**config.mk**
```make
export PLATFORM = sky130hd
export DESIGN_NAME = dsa_sequencer
export DESIGN_NICKNAME = d
export VERILOG_FILES = /design/src/logic/dsa_pkg.sv /design/src/logic/dsa_sequencer.sv
export VERILOG_INCLUDE_DIRS = /design/src /design/src/logic
export SDC_FILE = /design/constraint.sdc
export NUM_CORES = 1
export LEC_CHECK = 0
export ABC_AREA = 1
export ABC_CLOCK_PERIOD_IN_PS = 3400
export BUFFER_PORTS_ARGS = -buffer_cell sky130_fd_sc_hd__buf_2
export CAP_MARGIN = 20
export CORE_MARGIN = 5
export CORE_UTILIZATION = 24
export CTS_CLUSTER_SIZE = 28
export DETAILED_ROUTE_END_ITERATION = 8
export HOLD_SLACK_MARGIN = 0.03
export PLACE_DENSITY = 0.47
export SLEW_MARGIN = 25
export SYNTH_ARGS = -nofsm -noshare
export SYNTH_HDL_FRONTEND = slang
export SYNTH_SLANG_ARGS = --single-unit
```
**constraint.sdc**
```tcl
create_clock -name clock_in -period 3.4 [get_ports clock_in]
set_clock_uncertainty 0.2 [all_clocks]
set_input_delay 0.17 -clock clock_in [delete_from_list [all_inputs] [get_ports clock_in]]
set_output_delay 0.17 -clock clock_in [all_outputs]
set_load 0.005 [all_outputs]
```
**src/logic/dsa_map.svh**
```systemverilog
// Offsets, field positions, reset values and counts for the dual-slope sequencer
`ifndef DSA_MAP_SVH
`define DSA_MAP_SVH
// ----------------------------------------------------------------
// Timing and counter chain
// ----------------------------------------------------------------
`define DSA_CLK_PERIOD_NS 50
`define DSA_DECADES 5
`define DSA_STATE_SPAN 10000
`define DSA_DIGIT_MAX 4'h9
`define DSA_DIGIT_PRE 4'h8
`define DSA_DIGIT_ZERO 4'h0
`define DSA_DIGIT_ONE 4'h1
// ----------------------------------------------------------------
// Register offsets (byte addresses)
// ----------------------------------------------------------------
`define DSA_ADDR_W 5
`define DSA_OFS_CTRL 5'h00
`define DSA_OFS_STATUS 5'h04
`define DSA_OFS_MASK 5'h08
`define DSA_OFS_INFO 5'h0C
`define DSA_OFS_COUNT 5'h10
// ----------------------------------------------------------------
// Fields and reset values
// ----------------------------------------------------------------
`define DSA_CTRL_HOLD 0
`define DSA_EV_W 2
`define DSA_EV_DONE 0
`define DSA_EV_OVLD 1
`define DSA_INFO_STATE_LO 0
`define DSA_INFO_POL 2
`define DSA_INFO_OVLD 3
`define DSA_INFO_BLANK 4
`define DSA_INFO_HELD 5
`define DSA_RST_CTRL 1'h0
`define DSA_RST_EV 2'h0
`define DSA_CODE_AZ 2'h0
`define DSA_CODE_SIG 2'h1
`define DSA_CODE_REF1 2'h2
`define DSA_CODE_REF2 2'h3
`endif

```
**src/logic/dsa_pkg.sv**
```systemverilog
// Types shared by the dual-slope sequencer and its bench
package dsa_pkg;
  // ----------------------------------------------------------------
  // Sequencer states, one-hot
  // ----------------------------------------------------------------
  typedef enum logic [3:0] {
    ST_AZ = 4'b0001,
    ST_SIG = 4'b0010,
    ST_REF1 = 4'b0100,
    ST_REF2 = 4'b1000
  } dsa_state_t;
  // ----------------------------------------------------------------
  // Analog switch controls, high closes a switch
  // ----------------------------------------------------------------
  typedef struct packed {
    logic input_ground_switch;
    logic ref_charge_switch;
    logic feedback_switch;
    logic signal_input_switch;
    logic positive_ref_switch;
    logic negative_ref_switch;
  } dsa_switch_t;
  // ----------------------------------------------------------------
  // Register port request
  // ----------------------------------------------------------------
  typedef struct packed {
    logic [4:0] addr;
    logic [31:0] wdata;
    logic wr;
    logic rd;
  } dsa_bus_t;
endpackage

```
**src/logic/dsa_sequencer.sv**
```systemverilog
// Dual-slope converter sequencer: decade chain, switch drive, latch and registers
//
// Function
// - Auto-zero closes ground, charge, feedback switches
// - Signal integrate closes only signal switch
// - Every state lasts 10,000 clock counts
// - Comparator captured into polarity at integrate end
// - Positive polarity picks negative reference, else positive
// - Reference phase spans two states
// - Comparator registered once per clock
// - States change at start of count 9999
// - State advances one count before fourth decade carry
// - Clock drives all five decades always; here a hold (low clear bus or software hold) keeps the lower four at zero
// - Entering state 10 clears only fifth decade
// - Zero crossing issues latch pulse copying count
// - Latch pulse lasts one clock period
// - Overload blanks display during auto-zero
// - Low clear bus holds auto-zero, lower decades
// - Data-valid pulse at end of measurement
//
// Our own choices: the placing of the registers and strobed register access.
`timescale 1ns/1ps
`include "dsa_map.svh"

module dsa_sequencer import dsa_pkg::*; #(
  parameter int DECADES = `DSA_DECADES
) (
  input wire logic clock_in,
  input wire logic rst_in,
  input wire logic clear_bus_n_in,
  input wire logic comparator_in,
  input wire dsa_bus_t bus_in,
  output logic [31:0] rdata_out,
  output dsa_switch_t switch_out,
  output logic [1:0] state_out,
  output logic polarity_out,
  output logic latch_pulse_out,
  output logic [4*DECADES-1:0] count_out,
  output logic blank_out,
  output logic data_valid_out,
  output logic irq_out
);

  // ----------------------------------------------------------------
  // Declarations
  // ----------------------------------------------------------------
  localparam int CW = 4 * DECADES;

  dsa_state_t state_r;
  dsa_state_t state_nxt;
  logic [CW-1:0] count_r;
  logic [CW-1:0] count_nxt;
  logic [DECADES-1:0] nine_w;
  logic [DECADES-1:0] ena_w;
  logic cmp_r;
  logic polarity_r;
  logic polarity_nxt;
  logic done_r;
  logic done_nxt;
  logic ovld_r;
  logic ovld_nxt;
  logic ctrl_hold_r;
  logic [`DSA_EV_W-1:0] status_r;
  logic [`DSA_EV_W-1:0] status_nxt;
  logic [`DSA_EV_W-1:0] mask_r;
  logic [`DSA_EV_W-1:0] mask_nxt;
  logic [`DSA_EV_W-1:0] event_w;
  logic [31:0] rd_data_w;
  dsa_switch_t switch_nxt;

  // ----------------------------------------------------------------
  // State code helper
  // ----------------------------------------------------------------
  function automatic logic [1:0] state_code(input dsa_state_t st);
    logic [1:0] code;
    code = `DSA_CODE_AZ;
    unique case (st)
      ST_AZ: code = `DSA_CODE_AZ;
      ST_SIG: code = `DSA_CODE_SIG;
      ST_REF1: code = `DSA_CODE_REF1;
      ST_REF2: code = `DSA_CODE_REF2;
      default: code = `DSA_CODE_AZ;
    endcase
    return code;
  endfunction

  // ----------------------------------------------------------------
  // Hold and timing decode
  // ----------------------------------------------------------------
  // Clear bus low or software hold parks the converter
  wire hold_w = !clear_bus_n_in || ctrl_hold_r;
  wire ref_phase_w = (state_r == ST_REF1) || (state_r == ST_REF2);
  // Upper three low decades at nine, ones digit at eight
  wire upper_nine_w = &nine_w[DECADES-2:1];
  wire pre_carry_w = upper_nine_w && (count_r[3:0] == `DSA_DIGIT_PRE);
  // Lower decades at 9999: the fourth decade carry
  wire carry_w = ena_w[DECADES-1];
  // Look-ahead of the carry so the state lands with count 9999
  wire adv_w = !hold_w && pre_carry_w;
  // First cycle of state 10 sits on the 9999 count
  wire top_clr_w = (state_r == ST_REF1) && carry_w;

  // ----------------------------------------------------------------
  // Decade counter chain
  // ----------------------------------------------------------------
  // Synchronous carry: a decade steps when all below read nine
  assign ena_w[0] = 1'b1;
  genvar g;
  generate
    for (g = 0; g < DECADES; g++) begin : gen_dec
      wire [3:0] dig_w = count_r[4*g +: 4];
      assign nine_w[g] = (dig_w == `DSA_DIGIT_MAX);
      if (g > 0) begin : gen_ena
        assign ena_w[g] = ena_w[g-1] && nine_w[g-1];
      end
      if (g < DECADES - 1) begin : gen_low
        // Lower decades share the clear bus
        assign count_nxt[4*g +: 4] = hold_w ? `DSA_DIGIT_ZERO :
                                     !ena_w[g] ? dig_w :
                                     nine_w[g] ? `DSA_DIGIT_ZERO :
                                     dig_w + `DSA_DIGIT_ONE;
      end else begin : gen_top
        // Top decade ignores the clear bus; cleared entering state 10
        assign count_nxt[4*g +: 4] = top_clr_w ? `DSA_DIGIT_ZERO :
                                     !ena_w[g] ? dig_w :
                                     nine_w[g] ? `DSA_DIGIT_ZERO :
                                     dig_w + `DSA_DIGIT_ONE;
      end
    end
  endgenerate

  // ----------------------------------------------------------------
  // State sequencer
  // ----------------------------------------------------------------
  always_comb begin
    state_nxt = state_r;
    if (hold_w) begin
      state_nxt = ST_AZ;
    end else if (adv_w) begin
      // Each state spans one full 10,000 count of the low decades
      unique case (state_r)
        ST_AZ: state_nxt = ST_SIG;
        ST_SIG: state_nxt = ST_REF1;
        ST_REF1: state_nxt = ST_REF2;
        ST_REF2: state_nxt = ST_AZ;
        default: state_nxt = ST_AZ;
      endcase
    end
  end

  // ----------------------------------------------------------------
  // Measurement events
  // ----------------------------------------------------------------
  // Comparator left the captured sign: integrator crossed zero
  wire cross_w = ref_phase_w && !done_r && (cmp_r != polarity_r);
  // Reference phase ran out with no crossing
  wire ovl_ev_w = (state_r == ST_REF2) && adv_w && !done_r && !cross_w;
  wire latch_w = cross_w || ovl_ev_w;
  // End of the measurement cycle, state 11 wrapping to 00
  wire valid_w = (state_r == ST_REF2) && adv_w;
  // Overload latch shows the count just reached, 19999
  wire [CW-1:0] latch_val_w = cross_w ? count_r : count_nxt;

  assign event_w[`DSA_EV_DONE] = valid_w;
  assign event_w[`DSA_EV_OVLD] = ovl_ev_w;

  // Polarity taken at the end of signal integrate only
  assign polarity_nxt = (state_r == ST_SIG && adv_w) ? cmp_r : polarity_r;
  // Done clears when a new signal integrate begins
  assign done_nxt = (state_r == ST_AZ && adv_w) ? 1'b0 :
                    cross_w ? 1'b1 : done_r;
  // Overload stands until a valid crossing is latched
  assign ovld_nxt = ovl_ev_w ? 1'b1 : cross_w ? 1'b0 : ovld_r;

  // ----------------------------------------------------------------
  // Switch decoder
  // ----------------------------------------------------------------
  always_comb begin
    switch_nxt = '0;
    unique case (state_nxt)
      ST_AZ: begin
        switch_nxt.input_ground_switch = 1'b1;
        switch_nxt.ref_charge_switch = 1'b1;
        switch_nxt.feedback_switch = 1'b1;
      end
      ST_SIG: begin
        switch_nxt.signal_input_switch = 1'b1;
      end
      ST_REF1, ST_REF2: begin
        // Drive the reference that walks the ramp back to zero
        switch_nxt.negative_ref_switch = polarity_nxt;
        switch_nxt.positive_ref_switch = !polarity_nxt;
      end
      default: switch_nxt = '0;
    endcase
  end

  // ----------------------------------------------------------------
  // Register port decode
  // ----------------------------------------------------------------
  wire sel_ctrl_w = (bus_in.addr == `DSA_OFS_CTRL);
  wire sel_status_w = (bus_in.addr == `DSA_OFS_STATUS);
  wire sel_mask_w = (bus_in.addr == `DSA_OFS_MASK);
  wire sel_info_w = (bus_in.addr == `DSA_OFS_INFO);
  wire sel_count_w = (bus_in.addr == `DSA_OFS_COUNT);
  wire wr_ctrl_w = bus_in.wr && sel_ctrl_w;
  wire wr_status_w = bus_in.wr && sel_status_w;
  wire wr_mask_w = bus_in.wr && sel_mask_w;
  wire [`DSA_EV_W-1:0] w1c_w = wr_status_w ? bus_in.wdata[`DSA_EV_W-1:0] : '0;

  // A new event beats a same-cycle clear
  assign status_nxt = (status_r & ~w1c_w) | event_w;
  assign mask_nxt = wr_mask_w ? bus_in.wdata[`DSA_EV_W-1:0] : mask_r;

  // Live view of the sequencer for software
  wire [31:0] info_w = {26'h0, hold_w, blank_out, ovld_r, polarity_r,
                        state_code(state_r)};
  // Unmapped offsets read as zero
  assign rd_data_w = sel_ctrl_w ? {31'h0, ctrl_hold_r} :
                     sel_status_w ? {30'h0, status_r} :
                     sel_mask_w ? {30'h0, mask_r} :
                     sel_info_w ? info_w :
                     sel_count_w ? {{(32-CW){1'b0}}, count_out} :
                     32'h0;

  // ----------------------------------------------------------------
  // Sequencer and counter registers
  // ----------------------------------------------------------------
  always_ff @(posedge clock_in or posedge rst_in) begin
    if (rst_in) begin
      state_r <= ST_AZ;
      count_r <= '0;
      polarity_r <= 1'b0;
      done_r <= 1'b0;
      ovld_r <= 1'b0;
    end else begin
      state_r <= state_nxt;
      count_r <= count_nxt;
      polarity_r <= polarity_nxt;
      done_r <= done_nxt;
      ovld_r <= ovld_nxt;
    end
  end

  // Comparator sampled once per edge; glitches between edges are missed
  always_ff @(posedge clock_in or posedge rst_in) begin
    if (rst_in) begin
      cmp_r <= 1'b0;
    end else begin
      cmp_r <= comparator_in;
    end
  end

  // ----------------------------------------------------------------
  // Output registers
  // ----------------------------------------------------------------
  // Outputs follow the next state so they change with it
  always_ff @(posedge clock_in or posedge rst_in) begin
    if (rst_in) begin
      switch_out <= '0;
      state_out <= `DSA_CODE_AZ;
      polarity_out <= 1'b0;
      blank_out <= 1'b0;
    end else begin
      switch_out <= switch_nxt;
      state_out <= state_code(state_nxt);
      polarity_out <= polarity_nxt;
      blank_out <= ovld_nxt && (state_nxt == ST_AZ);
    end
  end

  // Count copied and latch pulse released within one period
  always_ff @(posedge clock_in or posedge rst_in) begin
    if (rst_in) begin
      count_out <= '0;
      latch_pulse_out <= 1'b0;
      data_valid_out <= 1'b0;
    end else begin
      latch_pulse_out <= latch_w;
      data_valid_out <= valid_w;
      if (latch_w) begin
        count_out <= latch_val_w;
      end
    end
  end

  // ----------------------------------------------------------------
  // Software registers and interrupt
  // ----------------------------------------------------------------
  always_ff @(posedge clock_in or posedge rst_in) begin
    if (rst_in) begin
      ctrl_hold_r <= `DSA_RST_CTRL;
      status_r <= `DSA_RST_EV;
      mask_r <= `DSA_RST_EV;
      irq_out <= 1'b0;
    end else begin
      if (wr_ctrl_w) begin
        ctrl_hold_r <= bus_in.wdata[`DSA_CTRL_HOLD];
      end
      status_r <= status_nxt;
      mask_r <= mask_nxt;
      irq_out <= |(status_nxt & mask_nxt);
    end
  end

  // Read data stands only in the cycle after the strobe
  always_ff @(posedge clock_in or posedge rst_in) begin
    if (rst_in) begin
      rdata_out <= 32'h0;
    end else begin
      rdata_out <= bus_in.rd ? rd_data_w : 32'h0;
    end
  end

endmodule

```
# --- Word level (Yosys, flattened, before mapping) ---
# Index checks and enable logic that the tools add are counted.
totals:
  out_inout_bits: 65
  regBits: 85
classes:
  n_mux: 36
  n_reduce_logical: 30
  addsub: 5
  n_eq_ne: 19
  bitwise: 4
op_table:
  columns: ["cell", "count"]
  rows:
  - ["$mux W20", 7]
  - ["$mux W4", 16]
  - ["$eq A4 B4 Y1 const B", 8]
  - ["$add A4 B1 Y4 const B", 5]
  - ["$logic_and A1 B1 Y1", 17]
  - ["$pmux W2 S3", 2]
  - ["$pmux W4 S3", 1]
  - ["$eq A5 B4 Y1 const B", 2]
  - ["$eq A4 B1 Y1 const B", 2]
  - ["$eq A4 B2 Y1 const B", 2]
  - ["$eq A4 B3 Y1 const B", 2]
  - ["$mux W1", 6]
  - ["$mux W2", 3]
  - ["$eq A5 B3 Y1 const B", 1]
  - ["$eq A5 B5 Y1 const B", 1]
  - ["$logic_not A1 Y1", 5]
  - ["$logic_not A5 Y1", 1]
  - ["$and A2 B2 Y2", 2]
  - ["$reduce_or A2 Y1", 2]
  - ["$logic_or A1 B1 Y1", 3]
  - ["$mux W3", 1]
  - ["$reduce_and A3 Y1", 1]
  - ["$not A2 Y2", 1]
  - ["$or A2 B2 Y2", 1]
  - ["2 further kinds", 2]

# --- Depth between registers and ports, before layout ---
depth:
  word_depth: 10
  depth_mapped: 12

# --- Worst setup path after synthesis ---
# OpenSTA, ideal clock, no wires.
synth_path:
  path_kind: "register to register"
  start: "register count_r[0]"
  end: "register count_out[11]"
  t_arrival_ps: 1433
  setup_slack_ps: 1635
  stages_incl_launch_ff: 11
  setup_time_ps: 132
  period_less_slack_ps: 1765
  path_buffers: 1
  path_cell_list: "dfrtp_1 -> inv_1 -> ha_1 -> nand3_1 -> nor2_1 -> nand2_1 -> nor2_4 -> nand3_1 -> nand2_2 -> buf_4 -> o211ai_1"
synth_between:
  elab_chain_cells: 7
  elab_cells_between_ends: 12
synth_lines:
  columns: ["element", "line_no", "rtl"]
  rows:
  - ["from (decl)", "dsa_sequencer.sv:51", "logic [CW-1:0] count_r;"]
  - ["from (signal assigned)", "dsa_sequencer.sv:238", "count_r <= count_nxt;"]
  - ["$eq A4 B4 Y1 (no line)", null, null]
  - ["$logic_and A1 B1 Y1", "dsa_sequencer.sv:95", "wire pre_carry_w = upper_nine_w && (count_r[3:0] == `DSA_DIGIT_PRE);"]
  - ["$logic_and A1 B1 Y1", "dsa_sequencer.sv:99", "wire adv_w = !hold_w && pre_carry_w;"]
  - ["$logic_and A1 B1 Y1 (3 in series)", "dsa_sequencer.sv:157", "wire ovl_ev_w = (state_r == ST_REF2) && adv_w && !done_r && !cross_w;"]
  - ["$logic_or A1 B1 Y1", "dsa_sequencer.sv:158", "wire latch_w = cross_w || ovl_ev_w;"]
  - ["net latch_w", "dsa_sequencer.sv:158", null]
  - ["to (signal assigned)", "dsa_sequencer.sv:282", "count_out <= latch_val_w;"]
  - ["to (decl)", "dsa_sequencer.sv:38", "output logic [4*DECADES-1:0] count_out,"]
# The timed path passes the listed nets, and every way through them passes these cells.
# A chain may end at the register's enable or synchronous reset.

# --- Worst setup path in the final report ---
layout_path:
  start: "register state_r[0]"
  end: "register count_out[12]"
layout_between:
  elab_chain_cells: 7
  elab_cells_between_ends: 11
layout_lines:
  columns: ["element", "line_no", "rtl"]
  rows:
  - ["from (decl)", "dsa_sequencer.sv:49", "dsa_state_t state_r;"]
  - ["from (signal assigned)", "dsa_sequencer.sv:237", "state_r <= state_nxt;"]
  - ["$eq A4 B3 Y1 / $eq A4 B4 Y1 (equally long branches)", "dsa_sequencer.sv:92, dsa_sequencer.sv:157", null]
  - ["$logic_or A1 B1 Y1", "dsa_sequencer.sv:92", "wire ref_phase_w = (state_r == ST_REF1) || (state_r == ST_REF2);"]
  - ["$logic_and A1 B1 Y1 (2 in series)", "dsa_sequencer.sv:155", "wire cross_w = ref_phase_w && !done_r && (cmp_r != polarity_r);"]
  - ["$logic_not A1 Y1", "dsa_sequencer.sv:157", null]
  - ["$logic_and A1 B1 Y1", "dsa_sequencer.sv:157", null]
  - ["$logic_or A1 B1 Y1", "dsa_sequencer.sv:158", null]
# Parallel ways exist; a longest one is shown, timed or not.

==> metrics.txt <==
synth warn 0; TNS Setup 0 ns; I/O pins 108; initial antenna violation count 0; crit-path max FO 12; Detail Placement HPWL 7.20 mm; CTS tree done; Core Area 15,800 sq um; most used cell, CP nand2_1; Yosys cell types 39; Total GRT Usage 0.107; Yosys reg bits 83; max frequency 0.431 GHz; leakage 0.00256 uW; clk_lat worst skew 0.34 ns; sequential fraction of the synthesis area 0.540; CTS H-tree depth 3; worst IR drop on VDD 0.244 mV; Routed WL 9.52 mm; nets 564; Core Util, Final 0.303; via count 3,100; crit path launch state_r[0]; Root Driver clkbuf_16; vias per inst 4.19; area grow syn2layout 24.5%; actual slew at the worst max-slew pin 0.862 ns; Tmin final 2.32 ns; met2 Resource Use GR 0.189; most frequent cells in the layout nand2_1, dfrtp_1, buf_2; largest net degree at the start of global routing 49; gr ovfl total 0; Avg WL per Cell 12.9 microns; Max-cap violations 0; Pre-antenna DRT Iters 4; grt met1 use 0.127; R2R Path Start state_r[0]; Sink Count 83; # setup viols final 0; port bufs 65; Period Utilization, post-route 0.683; status completed; hold_sp bus_in[37]; CP max-delay cell dfstp_2; most common cell after layout, fill and taps aside nand2_1; Initial Util 0.243; met3 GRT Util 0.0217; placed cell area 4370 sq um; cell count after synthesis 441; initial drt markers 178; Mapped Avg Cell Area 8.72 sq um; Final Instance Area 4790 sq um; Hold Crit Class input port to flip-flop; Final ANT Viol Nets 0; cell row count 46; RSZ-0062 raised after global routing no; Die Area 18,700 sq um; Slew Limit Headroom 0.425; number of hold violations in the final report 0; Top Usage Layer GRT met2; number of remaining DRC errors 0; post-CTS sizing 0; TritonCTS buffer count 9; first-pass GRT wire length 15.8 mm; max incr delay on CP 0.56 ns; worst-case clock buffer depth 2; number of diodes 0; gpl congestion 0.837; CP cell instances nor2_1 > nand3_1 > nand2_1 > nand2_1 > buf_4 > nand2_1 > nor2_4 > nand2_2 > o211ai_1; Setup crit start kind flip-flop; CTS Hold Bufs 7; Die Span Y 137 microns; CP Class flip-flop to flip-flop; element type at the critical path end flip-flop; share of post-route cells with drive strength above 1 0.224; Worst EP required 3.45 ns; crit path DAT 2.37 ns; vias in the first global route 3,167; Clk pin slew, worst setup/hold paths 0.06 ns; cell area after synthesis 3850 sq um; pwr dens 490 nW/um^2; Setup Buffers After CTS 0; final-report max-slew violation count 0; Die Width 137 microns
## through the flow
stage	hold WS [ns]	setup WS [ns]	power, uW	cells
floorplan	0.00143	0.895	1160	452
global placement	0.0955	1.09	1220	716
detailed placement	0.0827	1.07	1220	716
CTS	0.0412	1.05	2370	739
global route	0.105	0.893	2440	739
finish	0.0457	1.08	2340	739
## final cells by class
| cell class | count | area [sq um] |
|---|---|---|
| Timing Repair Buffer | 75 | 418 |
| Sequential cell | 83 | 2080 |
| Tap cell | 216 | 270 |
| Clock inverter | 6 | 113 |
| Inverter | 70 | 264 |
| Multi-Input combinational cell | 279 | 1410 |
| Clock buffer | 10 | 239 |
| Fill cell | 1652 | 11000 |
## flip-flops by register name (all words and copies together), names as in the netlist, 2 cells and up
name,flops
rdata_out,20
mask_r,2
state_out,2
state_r,4
switch_out,4
status_r,2
count_out,20
count_r,20
## worst max-delay path, delay by kind of cell (launching register included)
family / cells / cell delay [ns]
and+or+nand+nor: 7 / 1.12
DFF: 1 / 0.56
buffers and inverters: 1 / 0.20
AOI/OAI and AO/OA: 1 / 0.15
## Yosys cell counts
master | count | share of area
a211oi_1 | 2 | 0.0039
a21oi_1 | 19 | 0.025
a22oi_1 | 3 | 0.0059
a31oi_1 | 1 | 0.0016
and2_1 | 2 | 0.0033
and3_1 | 1 | 0.0016
buf_2 | 3 | 0.0039
buf_4 | 16 | 0.031
clkbuf_1 | 1 | 0.00097
conb_1 | 1 | 0.00097
dfrtp_1 | 82 | 0.53
dfstp_2 | 1 | 0.0068
ha_1 | 3 | 0.0098
inv_1 | 65 | 0.063
inv_2 | 5 | 0.0049
mux2_2 | 1 | 0.0029
nand2_1 | 87 | 0.085
nand2_2 | 7 | 0.011
nand2_4 | 1 | 0.0029
nand3_1 | 29 | 0.038
nand3_2 | 2 | 0.0052
nand4_1 | 4 | 0.0065
nand4_2 | 1 | 0.0033
nor2_1 | 47 | 0.046
nor2_2 | 5 | 0.0081
nor2_4 | 7 | 0.020
nor3_1 | 4 | 0.0052
nor3b_1 | 1 | 0.0020
nor3b_2 | 1 | 0.0033
o211ai_1 | 9 | 0.018
o21a_1 | 1 | 0.0020
o21ai_0 | 16 | 0.021
o21ai_1 | 2 | 0.0026
o21bai_1 | 1 | 0.0020
o22ai_1 | 5 | 0.0081
o2bb2ai_1 | 1 | 0.0023
or2_2 | 1 | 0.0016
xnor2_1 | 1 | 0.0023
xor2_1 | 2 | 0.0046
## report_power, final
group | internal, uW | total (uW) | switching [uW]
clock | 739 | 1140 | 399
combinational | 60.0 | 156 | 96.2
sequential | 1020 | 1050 | 28.1
## routing by layer
metal | vias up | part of all wire
li1 | 1520 | -
met1 | 1511 | 0.43
met2 | 58 | 0.51
met3 | 11 | 0.037
met4 | 0 | 0.020
met5 | - | 0
## worst paths after layout
check / endpoint / slack (ns) / cells past startpoint
worst max-delay path: count_out[12] / 1.08 / 9
worst min-delay path: rdata_out[0] / 0.05 / 4
worst max register to register: count_out[12] / 1.08 / 9
worst min register to register: rdata_out[16] / 0.31 / 2
max in group asynchronous: count_out[12] / 1.90 / 4
min in group asynchronous: count_r[17] / 0.33 / 3
## logic make-up after synthesis
kind of cell / count (synthesis) / synth area share
flip-flops: 83 / 0.540
AO/OA/AOI/OAI: 60 / 0.0914
other: 1 / 0.000975
adder cells (fa/ha/maj): 3 / 0.00976
AND/OR/NAND/NOR: 200 / 0.243
buffers and inverters: 90 / 0.104
multiplexers: 1 / 0.00293
XOR/XNOR: 3 / 0.00683
(Power assumes the default switching activity.)
